<file path="config.mk">
export PLATFORM = sky130hd
export DESIGN_NAME = dcfg_regs
export DESIGN_NICKNAME = d
export VERILOG_FILES = /design/src/common/dcfg_pkg.sv /design/src/design/dcfg_regs.sv
export SDC_FILE = /design/constraint.sdc
export NUM_CORES = 1
export LEC_CHECK = 0
export BUFFER_PORTS_ARGS = -buffer_cell sky130_fd_sc_hd__clkbuf_2
export CAP_MARGIN = 20
export CORE_ASPECT_RATIO = 0.5
export CORE_UTILIZATION = 48
export CTS_BUF_LIST = sky130_fd_sc_hd__clkbuf_8 sky130_fd_sc_hd__clkbuf_16
export DETAILED_ROUTE_END_ITERATION = 10
export HOLD_SLACK_MARGIN = 0.05
export MAX_ROUTING_LAYER = met4
export PLACE_DENSITY_LB_ADDON = 0.3
export SLEW_MARGIN = 40
export SYNTH_ARGS = -nofsm -noshare
export SYNTH_HDL_FRONTEND = slang
export SYNTH_SLANG_ARGS = --single-unit
</file>
<file path="constraint.sdc">
create_clock -name i_clock -period 4.1 [get_ports i_clock]
set_input_delay 0.615 -clock i_clock [delete_from_list [all_inputs] [get_ports i_clock]]
set_output_delay 0.615 -clock i_clock [all_outputs]
set_load 0.1 [all_outputs]
</file>
<file path="src/common/dcfg_pkg.sv">
// package for the converter input/output configuration register bank
// assumes a single 100 MHz clock domain and a simple register port
`default_nettype none
package dcfg_pkg;
  localparam int unsigned ADDR_W = 7;
  localparam int unsigned DATA_W = 16;
  localparam logic [6:0] ADDR_FMT = 7'h02;
  localparam logic [6:0] ADDR_SCALE = 7'h03;
  localparam logic [6:0] ADDR_PAT = 7'h04;
  localparam logic [15:0] FMT_RESET = 16'h7000;
  localparam logic [15:0] SCALE_RESET = 16'hf000;
  localparam logic [15:0] FMT_WMASK = 16'hf0fa;
  localparam logic [15:0] SCALE_WMASK = 16'hf001;
  localparam logic [15:0] MID_SCALE = 16'h8000;
  localparam logic [15:0] SIGN_BIT = 16'h8000;
  localparam int unsigned B_WORD = 15;
  localparam int unsigned B_CCLK = 14;
  localparam int unsigned B_ICLK = 13;
  localparam int unsigned B_COLL = 12;
  localparam int unsigned B_SIF4 = 7;
  localparam int unsigned B_SHIFT = 6;
  localparam int unsigned B_BOOST = 5;
  localparam int unsigned B_OSC = 4;
  localparam int unsigned B_REV = 3;
  localparam int unsigned B_SIGN = 1;
  localparam int unsigned B_TX = 0;
  localparam int unsigned FS_HI = 15;
  localparam int unsigned FS_LO = 12;

  typedef struct packed {
    logic       word_wide_sel;
    logic       serial_four_wire_sel;
    logic       freq_shift_en;
    logic       shift_output_boost;
    logic       tuning_osc_en;
    logic       bus_bit_reverse;
    logic       signed_fmt_sel;
    logic [3:0] fullscale_step;
    logic [4:0] fullscale_mult;
    logic       transmit_en;
    logic       output_active;
  } dcfg_ctrl_t;

  typedef struct packed {
    logic conv_clk_lost;
    logic input_clk_lost;
    logic fifo_collide;
  } dcfg_alarm_t;
endpackage
`default_nettype wire

</file>
<file path="src/design/dcfg_regs.sv">
// register bank: input format, alarm shutdown, scale, transmit, pattern
// assumes alarms/clock monitor and data bus on i_clock; pins are synced
//
// Overview of operation
// - word_wide_sel selects full-word versus byte-wide input
// - conversion clock loss mutes outputs, enabled at reset
// - input clock loss mutes outputs when enabled
// - buffer collision alarm mutes outputs when enabled
// - serial_four_wire_sel picks four-line serial port
// - frequency-shift block active only while enabled
// - boost doubles frequency-shift output level
// - tuning oscillator runs only while enabled
// - bus_bit_reverse swaps input bit order
// - signed_fmt_sel picks two's complement or offset
// - fullscale_step sets current as step plus one
// - transmit enable is register or pin
// - each fail bit flags its data line
// - upper byte lines 15-8, lower 7-0
// - fail bits have no reset; write clears
// - reset loads 0x7000 and 0xF000
// - pattern check runs and forces outputs off
// - muted outputs carry mid-scale code 0x8000
`default_nettype none
module dcfg_regs
(
  input  wire logic                     i_clock,
  input  wire logic                     i_reset_n,
  input  wire logic                     i_wr_en,
  input  wire logic                     i_rd_en,
  input  wire logic [6:0]               i_addr,
  input  wire logic [15:0]              i_wdata,
  output logic      [15:0]              o_rdata,
  output logic                          o_rd_valid,
  input  wire logic                     i_transmit_en_pin,
  input  wire dcfg_pkg::dcfg_alarm_t    i_alarm,
  input  wire logic                     i_pattern_check_en,
  input  wire logic                     i_sample_valid,
  input  wire logic [15:0]              i_sample,
  input  wire logic [15:0]              i_expected,
  output dcfg_pkg::dcfg_ctrl_t          o_ctrl,
  output logic                          o_output_muted_alarm,
  output logic      [15:0]              o_data_i,
  output logic      [15:0]              o_data_q,
  input  wire logic [15:0]              i_data_i,
  input  wire logic [15:0]              i_data_q
);
  logic [15:0] fmt_q;
  logic [15:0] fmt_d;
  logic [15:0] scale_q;
  logic [15:0] scale_d;
  logic [15:0] pat_q;
  logic [15:0] pat_d;
  logic [1:0]  tx_pin_sync_q;
  logic [1:0]  tx_pin_sync_d;
  logic        muted_q;
  logic        muted_d;
  logic [15:0] rdata_q;
  logic [15:0] rdata_d;
  logic        rd_valid_q;
  logic [15:0] out_i_q;
  logic [15:0] out_q_q;
  logic [15:0] out_i_d;
  logic [15:0] out_q_d;

  wire sel_fmt = i_addr == dcfg_pkg::ADDR_FMT;
  wire sel_scale = i_addr == dcfg_pkg::ADDR_SCALE;
  wire sel_pat = i_addr == dcfg_pkg::ADDR_PAT;
  wire wr_fmt = i_wr_en && sel_fmt;
  wire wr_scale = i_wr_en && sel_scale;
  wire wr_pat = i_wr_en && sel_pat;

  // writable fields only; reserved bits stay zero
  assign fmt_d = wr_fmt ? (i_wdata & dcfg_pkg::FMT_WMASK) : fmt_q;
  assign scale_d = wr_scale ? (i_wdata & dcfg_pkg::SCALE_WMASK) : scale_q;

  // per-line mismatch, upper byte lines 15-8, lower byte 7-0
  wire [15:0] mismatch = i_sample ^ i_expected;
  wire [15:0] fail_now = (i_pattern_check_en && i_sample_valid)
                         ? mismatch : 16'h0000;
  // sticky; a new failure in the clearing cycle still sets its bit
  wire [15:0] pat_kept = wr_pat ? 16'h0000 : pat_q;
  assign pat_d = pat_kept | fail_now;

  // pin passes two flops before use
  assign tx_pin_sync_d = {tx_pin_sync_q[0], i_transmit_en_pin};
  wire tx_pin = tx_pin_sync_q[1];

  wire cclk_mute = fmt_q[dcfg_pkg::B_CCLK] && i_alarm.conv_clk_lost;
  wire iclk_mute = fmt_q[dcfg_pkg::B_ICLK] && i_alarm.input_clk_lost;
  wire coll_mute = fmt_q[dcfg_pkg::B_COLL] && i_alarm.fifo_collide;
  // masking lives outside this bank and is assumed clear
  assign muted_d = cclk_mute || iclk_mute || coll_mute;

  wire tx_en = scale_q[dcfg_pkg::B_TX] || tx_pin;
  wire active = tx_en && !i_pattern_check_en;

  // muted or disabled outputs idle at mid-scale, in step with the flag
  wire idle_out = muted_d || !active;
  assign out_i_d = idle_out ? dcfg_pkg::MID_SCALE : i_data_i;
  assign out_q_d = idle_out ? dcfg_pkg::MID_SCALE : i_data_q;

  assign rdata_d = sel_fmt ? fmt_q :
                   sel_scale ? scale_q :
                   sel_pat ? pat_q : 16'h0000;

  always_ff @(posedge i_clock)
  begin
    if (!i_reset_n)
    begin
      fmt_q <= dcfg_pkg::FMT_RESET;
      scale_q <= dcfg_pkg::SCALE_RESET;
      tx_pin_sync_q <= 2'b00;
      muted_q <= 1'b0;
      rdata_q <= 16'h0000;
      rd_valid_q <= 1'b0;
      out_i_q <= dcfg_pkg::MID_SCALE;
      out_q_q <= dcfg_pkg::MID_SCALE;
    end
    else
    begin
      fmt_q <= fmt_d;
      scale_q <= scale_d;
      tx_pin_sync_q <= tx_pin_sync_d;
      muted_q <= muted_d;
      rdata_q <= i_rd_en ? rdata_d : rdata_q;
      rd_valid_q <= i_rd_en;
      out_i_q <= out_i_d;
      out_q_q <= out_q_d;
    end
  end

  // no reset for failure bits
  always_ff @(posedge i_clock)
  begin
    pat_q <= pat_d;
  end

  wire [3:0] fs_step = scale_q[dcfg_pkg::FS_HI:dcfg_pkg::FS_LO];

  assign o_ctrl.word_wide_sel = fmt_q[dcfg_pkg::B_WORD];
  assign o_ctrl.serial_four_wire_sel = fmt_q[dcfg_pkg::B_SIF4];
  assign o_ctrl.freq_shift_en = fmt_q[dcfg_pkg::B_SHIFT];
  // boost is a doubling of the shifter output
  assign o_ctrl.shift_output_boost = fmt_q[dcfg_pkg::B_BOOST];
  assign o_ctrl.tuning_osc_en = fmt_q[dcfg_pkg::B_OSC];
  assign o_ctrl.bus_bit_reverse = fmt_q[dcfg_pkg::B_REV];
  assign o_ctrl.signed_fmt_sel = fmt_q[dcfg_pkg::B_SIGN];
  assign o_ctrl.fullscale_step = fs_step;
  assign o_ctrl.fullscale_mult = {1'b0, fs_step} + 5'h01;
  assign o_ctrl.transmit_en = tx_en;
  assign o_ctrl.output_active = active && !muted_q;

  assign o_output_muted_alarm = muted_q;
  assign o_rdata = rdata_q;
  assign o_rd_valid = rd_valid_q;
  assign o_data_i = out_i_q;
  assign o_data_q = out_q_q;
endmodule
`default_nettype wire

</file>
==> results of run 1 <==
==> synth_stat cells, types with 2 or more instances <==
| master | count | share of area (%) |
|---|---|---|
| inv_1 | 2 | 0.23 |
| nor3b_4 | 2 | 1.2 |
| nand4_1 | 5 | 0.98 |
| a22oi_1 | 4 | 0.94 |
| nor2_1 | 5 | 0.59 |
| nor2b_1 | 14 | 2.7 |
| buf_6 | 4 | 1.4 |
| nand3_1 | 13 | 2.0 |
| o21ai_0 | 7 | 1.1 |
| buf_2 | 3 | 0.47 |
| a21boi_0 | 4 | 0.94 |
| and2_1 | 33 | 6.4 |
| clkbuf_2 | 3 | 0.47 |
| xnor2_1 | 17 | 4.7 |
| buf_4 | 12 | 2.8 |
| a31oi_1 | 6 | 1.2 |
| dfxtp_1 | 83 | 52 |
| o2bb2ai_1 | 16 | 4.4 |
| clkbuf_1 | 7 | 0.82 |
| mux2i_1 | 15 | 4.7 |
| o31ai_1 | 4 | 0.94 |
| nand2b_1 | 11 | 2.1 |
| nand2_1 | 23 | 2.7 |
==> how the worst max path moves through the flow <==
stage	cells after the start	endpoint	slack, ps
3_5_place_dp	5	scale_q[14]	1780
3_3_place_gp	5	scale_q[12]	1800
2_1_floorplan	1	o_ctrl[0]	640
5_1_grt	3	o_ctrl[4]	1780
4_1_cts	3	o_ctrl[4]	1880
6_report	3	o_ctrl[4]	1890
==> worst reg2reg max path, stage by stage, from the launching register on <==
cell and delay (ps):
dfxtp_1 330, a222oi_1 420, and4bb_2 620, and2_1 210
==> state kept, by name, summed over array words and instances, names as in the netlist <==
name / count
o_data_i: 16
o_data_q: 16
o_rdata: 16
pat_q: 16
fmt_q: 10
scale_q: 5
tx_pin_sync_q: 2
o_output_muted_alarm: 1
o_rd_valid: 1
==> power groups by stage <==
stage                     registers (mW)  clock network, mW  logic (mW)
after floorplan                    0.878                  0      0.0638
after global placement             0.842                  0       0.158
after detailed placement           0.843                  0       0.159
after CTS                          0.825              0.958       0.160
after global routing               0.826               1.00       0.171
final                              0.825              0.943       0.159
==> metal layers <==
layer	GRT usage [%]	wire length [um]	vias up
met1	25.1	3180	1150
met5	-	0	-
met3	8.49	498	4
met4	4.95	40	0
li1	-	-	1317
met2	33.4	3090	94
==> cell families after synthesis <==
| logic type | Yosys count | synth area share (%) |
|---|---|---|
| AOI/OAI and AO/OA | 44 | 10.3 |
| muxes | 15 | 4.69 |
| xor gates and xnor gates | 18 | 4.92 |
| DFF | 83 | 51.9 |
| and+or+nand+nor | 114 | 21.6 |
| buffers and inverters | 31 | 6.21 |
| adders and majority gates | 1 | 0.391 |
==> area by class of cell <==
type	count	area share [%]
tap	88	2.57
clock inverter	4	2.22
clock buffer	12	6.22
timing repair buffer	160	18.7
sequential	83	38.8
inverter	2	0.175
multi-input combinational	192	31.3
==> through the flow <==
| step | total power, mW | hold slack [ps] |
|---|---|---|
| floorplan | 0.942 | 412 |
| global placement | 1.00 | 416 |
| detailed placement | 1.00 | 419 |
| CTS | 1.94 | 433 |
| global route | 2.00 | 464 |
| finish | 1.93 | 435 |
==> flow_summary.json, run 1 <==
{
  "ff_latch_area_um2": 1660,
  "place_area_um2": 3920,
  "r2r_cells": 3,
  "path_clk_slew_ps": 60,
  "antenna_found_initial": 0,
  "holdPathStages": 1,
  "syn_inst": 306,
  "fillCellCount": 516,
  "place_ws_ps": 1780,
  "ir_drop_mv": 0.275,
  "synth_area_um2": 3200,
  "numCtsBuffers": 9,
  "dpl.hpwl_um": 5010,
  "initial_core_util_pct": 51.2,
  "routedWlPerCell_um": 12.6,
  "worstReg2RegEnd": "o_data_q[13]",
  "p_per_area_nw_per_um2": 450,
  "tightest_slew_ps": 799,
  "avgSynthCellArea_um2": 10.5,
  "grt_max_degree": 45,
  "syn-num-nets": 404,
  "p_sw_share_pct": 20.9,
  "path_cells": "ha_1 -> xor2_1 -> clkbuf_2",
  "ys_ff_latch": 83,
  "cts_sinks": 83,
  "crit_slowest_cell": "clkbuf_2",
  "status": "finished, final reports clean",
  "clk_path_buf_depth": 2,
  "path_buf_inv": 1,
  "wl_um": 6810,
  "drive_above_1_share_pct": 40.4,
  "max_slew_margin_pct": 46.7,
  "p_switching_mw": 0.402,
  "required_ps": 3480,
  "clk-insertion-delay-late_ps": 330,
  "fmax_ghz": 0.452,
  "maxCapViolCount": 0,
  "crit_arrival_ps": 1600,
  "skew_ps": 5.08,
  "tritoncts": "done",
  "crit_start": "scale_q[12]",
  "path_class": "flop to output port",
  "ys_seq_area_share_pct": 51.9,
  "fin_nets": 546,
  "die_h_um": 59.8,
  "synth_enable_flop_cells": 0,
  "async_flop_share_pct": 0,
  "power_frac_clock_pct": 48.9,
  "fp-row-count": 20,
  "ios": 165,
  "hold_viol": 0,
  "start_kind": "flop",
  "diodes": 0,
  "ant_nets": 0,
  "layout_common_cells": "159 x clkbuf_2, 83 x dfxtp_1, 33 x and2_1",
  "fin_setup_tns_ps": 0,
  "synth_warnings": 0,
  "fp.dieW_um": 118,
  "setup_viol": 0,
  "fin_util_pct": 68.5,
  "mostFrequentLayoutCell": "clkbuf_2",
  "portBuffers": 159,
  "timing.final.ws_setup_ps": 1890,
  "cts-htree-levels": 3,
  "grt_pass1_wl_um": 11000,
  "min_to": "tx_pin_sync_q[1]",
  "grtUsageTotal_pct": 20.9,
  "comb_power_share_pct": 8.2,
  "first_pass_iters": 5,
  "die_area_um2": 7020,
  "drcViolationCount": 0,
  "place_inst": 525,
  "drt_iter0_markers": 182,
  "finalCritPeriodShare_pct": 53.9,
  "ff2ff_setup_slack_ps": 2470,
  "gr-total-overflow": 0,
  "synthFlopType": "dfxtp_1",
  "rsz0062_at_grt": "false",
  "multiInputGateArea_um2": 1340,
  "internal_power_mw": 1.53,
  "num_vias": 2565,
  "cpLargestDelayFamily": "buffers and inverters",
  "area_growth_pct": 33.8,
  "cts_root_buf": "clkbuf_16",
  "holdBufCountCts": 0,
  "worstReg2RegStart": "fmt_q[14]",
  "power_frac_seq_pct": 42.8,
  "fin_cells": 541,
  "p_leak_nw": 2.01,
  "min_period_ps": 2210,
  "cts_setup_buffers": 0,
  "hold_path.class": "flop to flop",
  "drv_slew": 0,
  "synth_cell_types": 36,
  "gp_congestion": 0.778,
  "cpPeakStageDelay_ps": 480,
  "cts_resized": 0,
  "crit_fanout": 6,
  "core_um2": 6260,
  "via_per_inst": 4.74,
  "cp-end-kind": "output port",
  "design_area_um2": 4290,
  "hold_start": "tx_pin_sync_q[0]",
  "grt_pass1_vias": 2363
}
No activity file was read; power rests on OpenSTA's default activity.
==> run 2, diff against run 1 <==
CORE_UTILIZATION = 45   (was 48)
clock period = 2.1 ns   (was 4.1 ns; I/O delays follow)
==> run 2 against run 1 <==
Clock skew is 1.0 ps lower. Sequential power is 95% higher. Clock power is 78% higher.
==> flow_summary.json, run 2 (synthesis results as in run 1) <==
{
  "cts_root_buf": "clkbuf_16",
  "worstReg2RegStart": "fmt_q[14]",
  "maxCapViolCount": 0,
  "hold_viol": 0,
  "fmax_ghz": 0.519,
  "mostFrequentLayoutCell": "clkbuf_2",
  "top_usage_layer": "met2",
  "layout_common_cells": "159 x clkbuf_2, 83 x dfxtp_1, 33 x and2_1",
  "internal_power_mw": 2.83,
  "cts_sinks": 83,
  "fin_nets": 550,
  "design_area_um2": 4320,
  "drt_iter0_markers": 140,
  "ff2ff_setup_slack_ps": 580,
  "grt_use_met1_pct": 22.0,
  "crit_fanout": 6,
  "crit_arrival_ps": 1610,
  "fp-row-count": 21,
  "max_slew_margin_pct": 61.7,
  "place_area_um2": 3990,
  "gp_congestion": 0.757,
  "dpl.hpwl_um": 5100,
  "die_area_um2": 7480,
  "ir_drop_mv": 0.503,
  "holdBufCountCts": 0,
  "die_h_um": 61.6,
  "cts_resized": 0,
  "p_switching_mw": 0.778,
  "ios": 165,
  "rsz0062_at_grt": "false",
  "tightest_slew_ps": 573,
  "p_sw_share_pct": 21.6,
  "p_per_area_nw_per_um2": 834,
  "status": "finished, final reports clean",
  "holdPathStages": 2,
  "drcViolationCount": 0,
  "diodes": 0,
  "required_ps": 1780,
  "routedWlPerCell_um": 12.3,
  "fp.dieW_um": 121,
  "hold_path.class": "input port to flop",
  "comb_power_share_pct": 8.7,
  "clk_path_buf_depth": 2,
  "clk-insertion-delay-late_ps": 320,
  "path_clk_slew_ps": 60,
  "via_per_inst": 4.66,
  "fin_setup_tns_ps": 0,
  "min_to": "o_data_q[15]",
  "start_kind": "flop",
  "r2r_cells": 4,
  "numCtsBuffers": 9,
  "finalCritPeriodShare_pct": 91.7,
  "cts_setup_buffers": 0,
  "skew_ps": 4.09,
  "wl_um": 6770,
  "drive_above_1_share_pct": 41.4,
  "cts-htree-levels": 3,
  "area_growth_pct": 34.9,
  "setup_viol": 0,
  "num_vias": 2559,
  "crit_start": "scale_q[12]",
  "portBuffers": 159,
  "drv_slew": 0,
  "path_class": "flop to output port",
  "cp-end-kind": "output port",
  "use_met2_pct": 31.2,
  "power_frac_clock_pct": 46.5,
  "p_leak_nw": 2.03,
  "worstReg2RegEnd": "o_data_i[10]",
  "grt_max_degree": 33,
  "gr-total-overflow": 0,
  "antenna_found_initial": 0,
  "grtUsageTotal_pct": 18.8,
  "power_frac_seq_pct": 44.7,
  "grt_pass1_vias": 2281,
  "gr-usage-met3_pct": 6.02,
  "first_pass_iters": 4,
  "tritoncts": "done",
  "core_um2": 6780,
  "hold_start": "i_data_q[15]",
  "initial_core_util_pct": 47.2,
  "min_period_ps": 1930,
  "grt_pass1_wl_um": 10200,
  "ant_nets": 0
}
-- run 2: final cells by class --
cell class / count / area (um2)
flip-flops and latches: 83 / 1660
fillers: 618 / 2460
clock buffers: 11 / 253
multi-input cells: 192 / 1360
well taps: 92 / 115
repair buffers: 164 / 846
inverters: 2 / 7.51
clock inverters: 5 / 76.3
-- run 2: per-stage QoR --
step	setup WS (ps)	total power, mW	instances	hold slack (ps)	util [%]
global route	91.7	3.74	549	164	63.7
detailed placement	414	1.96	533	428	58.9
global placement	436	1.96	533	419	58.9
floorplan	-204	1.84	306	412	-
CTS	149	3.64	549	161	63.7
finish	173	3.60	549	174	63.7
-- run 2: critical path: stages, from the launching register on --
cell,delay [ps]
dfxtp_1,440
ha_1,240
and3_1,160
clkbuf_2,450
-- run 2: per-layer routing --
metal  routed length [um]  share of wire (%)
met4                   51               0.75
met5                    0                  0
met2                 3170                 47
met3                  421                6.2
met1                 3130                 46
-- run 2: how the worst max path moves through the flow --
stage                   to  cells after the start  slack [ps]
4_1_cts          o_ctrl[6]                      3         150
6_report         o_ctrl[6]                      3         170
5_1_grt          o_ctrl[6]                      3          90
3_3_place_gp   scale_q[13]                      5         440
2_1_floorplan    o_ctrl[0]                      1        -200
3_5_place_dp   scale_q[13]                      5         410
-- run 2: power groups by stage --
| stage | clock network, mW | registers [mW] | logic, mW |
|---|---|---|---|
| CTS | 1.71 | 1.61 | 0.318 |
| finish | 1.68 | 1.61 | 0.315 |
| global placement | 0 | 1.65 | 0.315 |
| global route | 1.79 | 1.61 | 0.340 |
| detailed placement | 0 | 1.65 | 0.317 |
| floorplan | 0 | 1.71 | 0.125 |
==> run 3, diff against run 2 <==
BUFFER_PORTS_ARGS = not set   (was -buffer_cell sky130_fd_sc_hd__clkbuf_2)
CORE_UTILIZATION = 62   (was 45)
DONT_BUFFER_PORTS = 1   (was not set)
==> run 3 against run 2 <==
Combinational power down 29%. Final area fell by 8.5%. Sequential cell count stayed put. Highest routed layer unchanged.
==> flow_summary.json, run 3 (synthesis results as in run 1) <==
{
  "status": "finished, final reports clean",
  "num_vias": 2371,
  "top_layer_used": "met4",
  "tritoncts": "done",
  "cts_resized": 0,
  "fin_setup_tns_ps": 0,
  "diodes": 0,
  "cpPeakStageDelay_ps": 400,
  "ios": 165,
  "wl_met1_um": 2920,
  "power_frac_clock_pct": 40.8,
  "cts_root_buf": "clkbuf_8",
  "place_ws_ps": 467,
  "timing.final.ws_setup_ps": 408,
  "holdPathStages": 1,
  "first_pass_iters": 4,
  "max_slew_margin_pct": 61.8,
  "drcViolationCount": 0,
  "tightest_slew_ps": 571,
  "path_clk_slew_ps": 80,
  "hold_viol": 0,
  "cts_sinks": 83,
  "place_inst": 417,
  "drt_iter0_markers": 71,
  "holdWs_ps": 60.2,
  "fin_util_pct": 79.8,
  "drv_slew": 0,
  "routedWlPerCell_um": 15.7,
  "required_ps": 1780,
  "fin_cells": 436,
  "maxCapViolCount": 0,
  "die_area_um2": 5470,
  "antenna_found_initial": 0,
  "ant_nets": 0,
  "path_cells": "ha_1 -> and3_1 -> buf_12",
  "setup_viol": 0,
  "mostFrequentLayoutCell": "dfxtp_1",
  "internal_power_mw": 2.36,
  "clk-insertion-delay-late_ps": 350,
  "grt_pass1_vias": 2169,
  "worstReg2RegStart": "fmt_q[14]",
  "drive_above_1_share_pct": 26.2,
  "grt_max_degree": 45,
  "finalCritPeriodShare_pct": 80.6,
  "hold_path.class": "input port to flop",
  "worstReg2RegEnd": "o_data_q[0]",
  "area_growth_pct": 23.4,
  "grt_pass1_wl_um": 10100,
  "design_area_um2": 3950,
  "initial_core_util_pct": 64.6,
  "ir_drop_mv": 0.553,
  "portBuffers": 0,
  "die_h_um": 52.8,
  "p_leak_nw": 1.66,
  "wl_met2_um": 3410,
  "place_area_um2": 3700,
  "comb_power_share_pct": 7.2,
  "r2r_cells": 3,
  "path_buf_inv": 1,
  "clk_path_buf_depth": 2,
  "min_to": "o_rdata[5]",
  "crit_slowest_cell": "dfxtp_1",
  "wl_um": 6830,
  "min_period_ps": 1690,
  "skew_ps": 6.19,
  "p_sw_share_pct": 23.9,
  "total_power_mw": 3.10,
  "layout_common_cells": "83 x dfxtp_1, 66 x buf_4, 33 x and2_1",
  "gp_congestion": 0.805,
  "start_kind": "flop",
  "cpLargestDelayFamily": "flip-flops",
  "core_um2": 4950,
  "p_per_area_nw_per_um2": 784,
  "numCtsBuffers": 9,
  "hold_start": "i_rd_en",
  "fp-row-count": 18,
  "power_frac_seq_pct": 51.9,
  "crit_fanout": 4,
  "fp.dieW_um": 104,
  "p_switching_mw": 0.742,
  "cp-end-kind": "output port",
  "wl_met3_um": 432,
  "dpl.hpwl_um": 4900,
  "fin_nets": 459,
  "via_per_inst": 5.44,
  "path_class": "flop to output port",
  "gr-total-overflow": 0,
  "grtUsageTotal_pct": 25.5,
  "cts-htree-levels": 3,
  "ff2ff_setup_slack_ps": 490,
  "fmax_ghz": 0.591,
  "crit_arrival_ps": 1380,
  "rsz0062_at_grt": "false"
}
[run 3: cell count changes in the layout (fill, tap and decap cells not counted)]
| cell | previous run | this run |
|---|---|---|
| inv_1 | 3 | 2 |
| inv_6 | 0 | 3 |
| clkbuf_2 | 159 | 0 |
| nor3_2 | 1 | 0 |
| dlygate4sd3_1 | 0 | 3 |
| clkbuf_16 | 9 | 0 |
| buf_4 | 4 | 66 |
| nor3_4 | 0 | 1 |
| clkbuf_8 | 2 | 9 |
| buf_12 | 1 | 4 |
[run 3: worst register-to-register path: stages (launching register included)]
cell      delay, ps
dfxtp_1         340
a222oi_1        400
and4bb_2        600
and2_1          210
[run 3: how the worst max path moves through the flow]
stage,start,endpoint,slack [ps],cells past startpoint
after floorplan,o_output_muted_alarm,o_ctrl[0],-200,1
after global placement,i_alarm[2],o_data_i[8],550,3
after detailed placement,fmt_q[14],o_data_i[7],470,3
after CTS,scale_q[13],o_ctrl[6],390,3
after global routing,fmt_q[13],o_data_q[0],290,3
final,scale_q[13],o_ctrl[6],410,3
[run 3: cell type report]
type / instances / area [um2]
clock buffer: 9 / 124
clock inverter: 7 / 98.8
fill: 318 / 1000
inverter: 2 / 7.51
multi-input combinational: 192 / 1370
sequential: 83 / 1660
tap: 70 / 87.6
timing repair buffer: 73 / 606
[run 3: power by group through the flow]
stage / Sequential (mW) / Clock [mW] / Combinational, mW
after detailed placement: 1.65 / 0 / 0.216
final: 1.61 / 1.27 / 0.224
after floorplan: 1.71 / 0 / 0.125
after global placement: 1.64 / 0 / 0.212
after CTS: 1.61 / 1.29 / 0.220
after global routing: 1.61 / 1.35 / 0.235
[run 3: what timing repair did]
item | in CTS | in global routing
endpoints found under the hold margin | 2 | 3
setup buffers | 0 | 0
hold buffers | 1 | 2
[run 3: routing by layer]
metal,vias to the layer above,global-route usage (%)
met3,10,9.32
met2,100,43.1
li1,1140,-
met1,1121,28.7
met4,0,8.70
met5,-,-
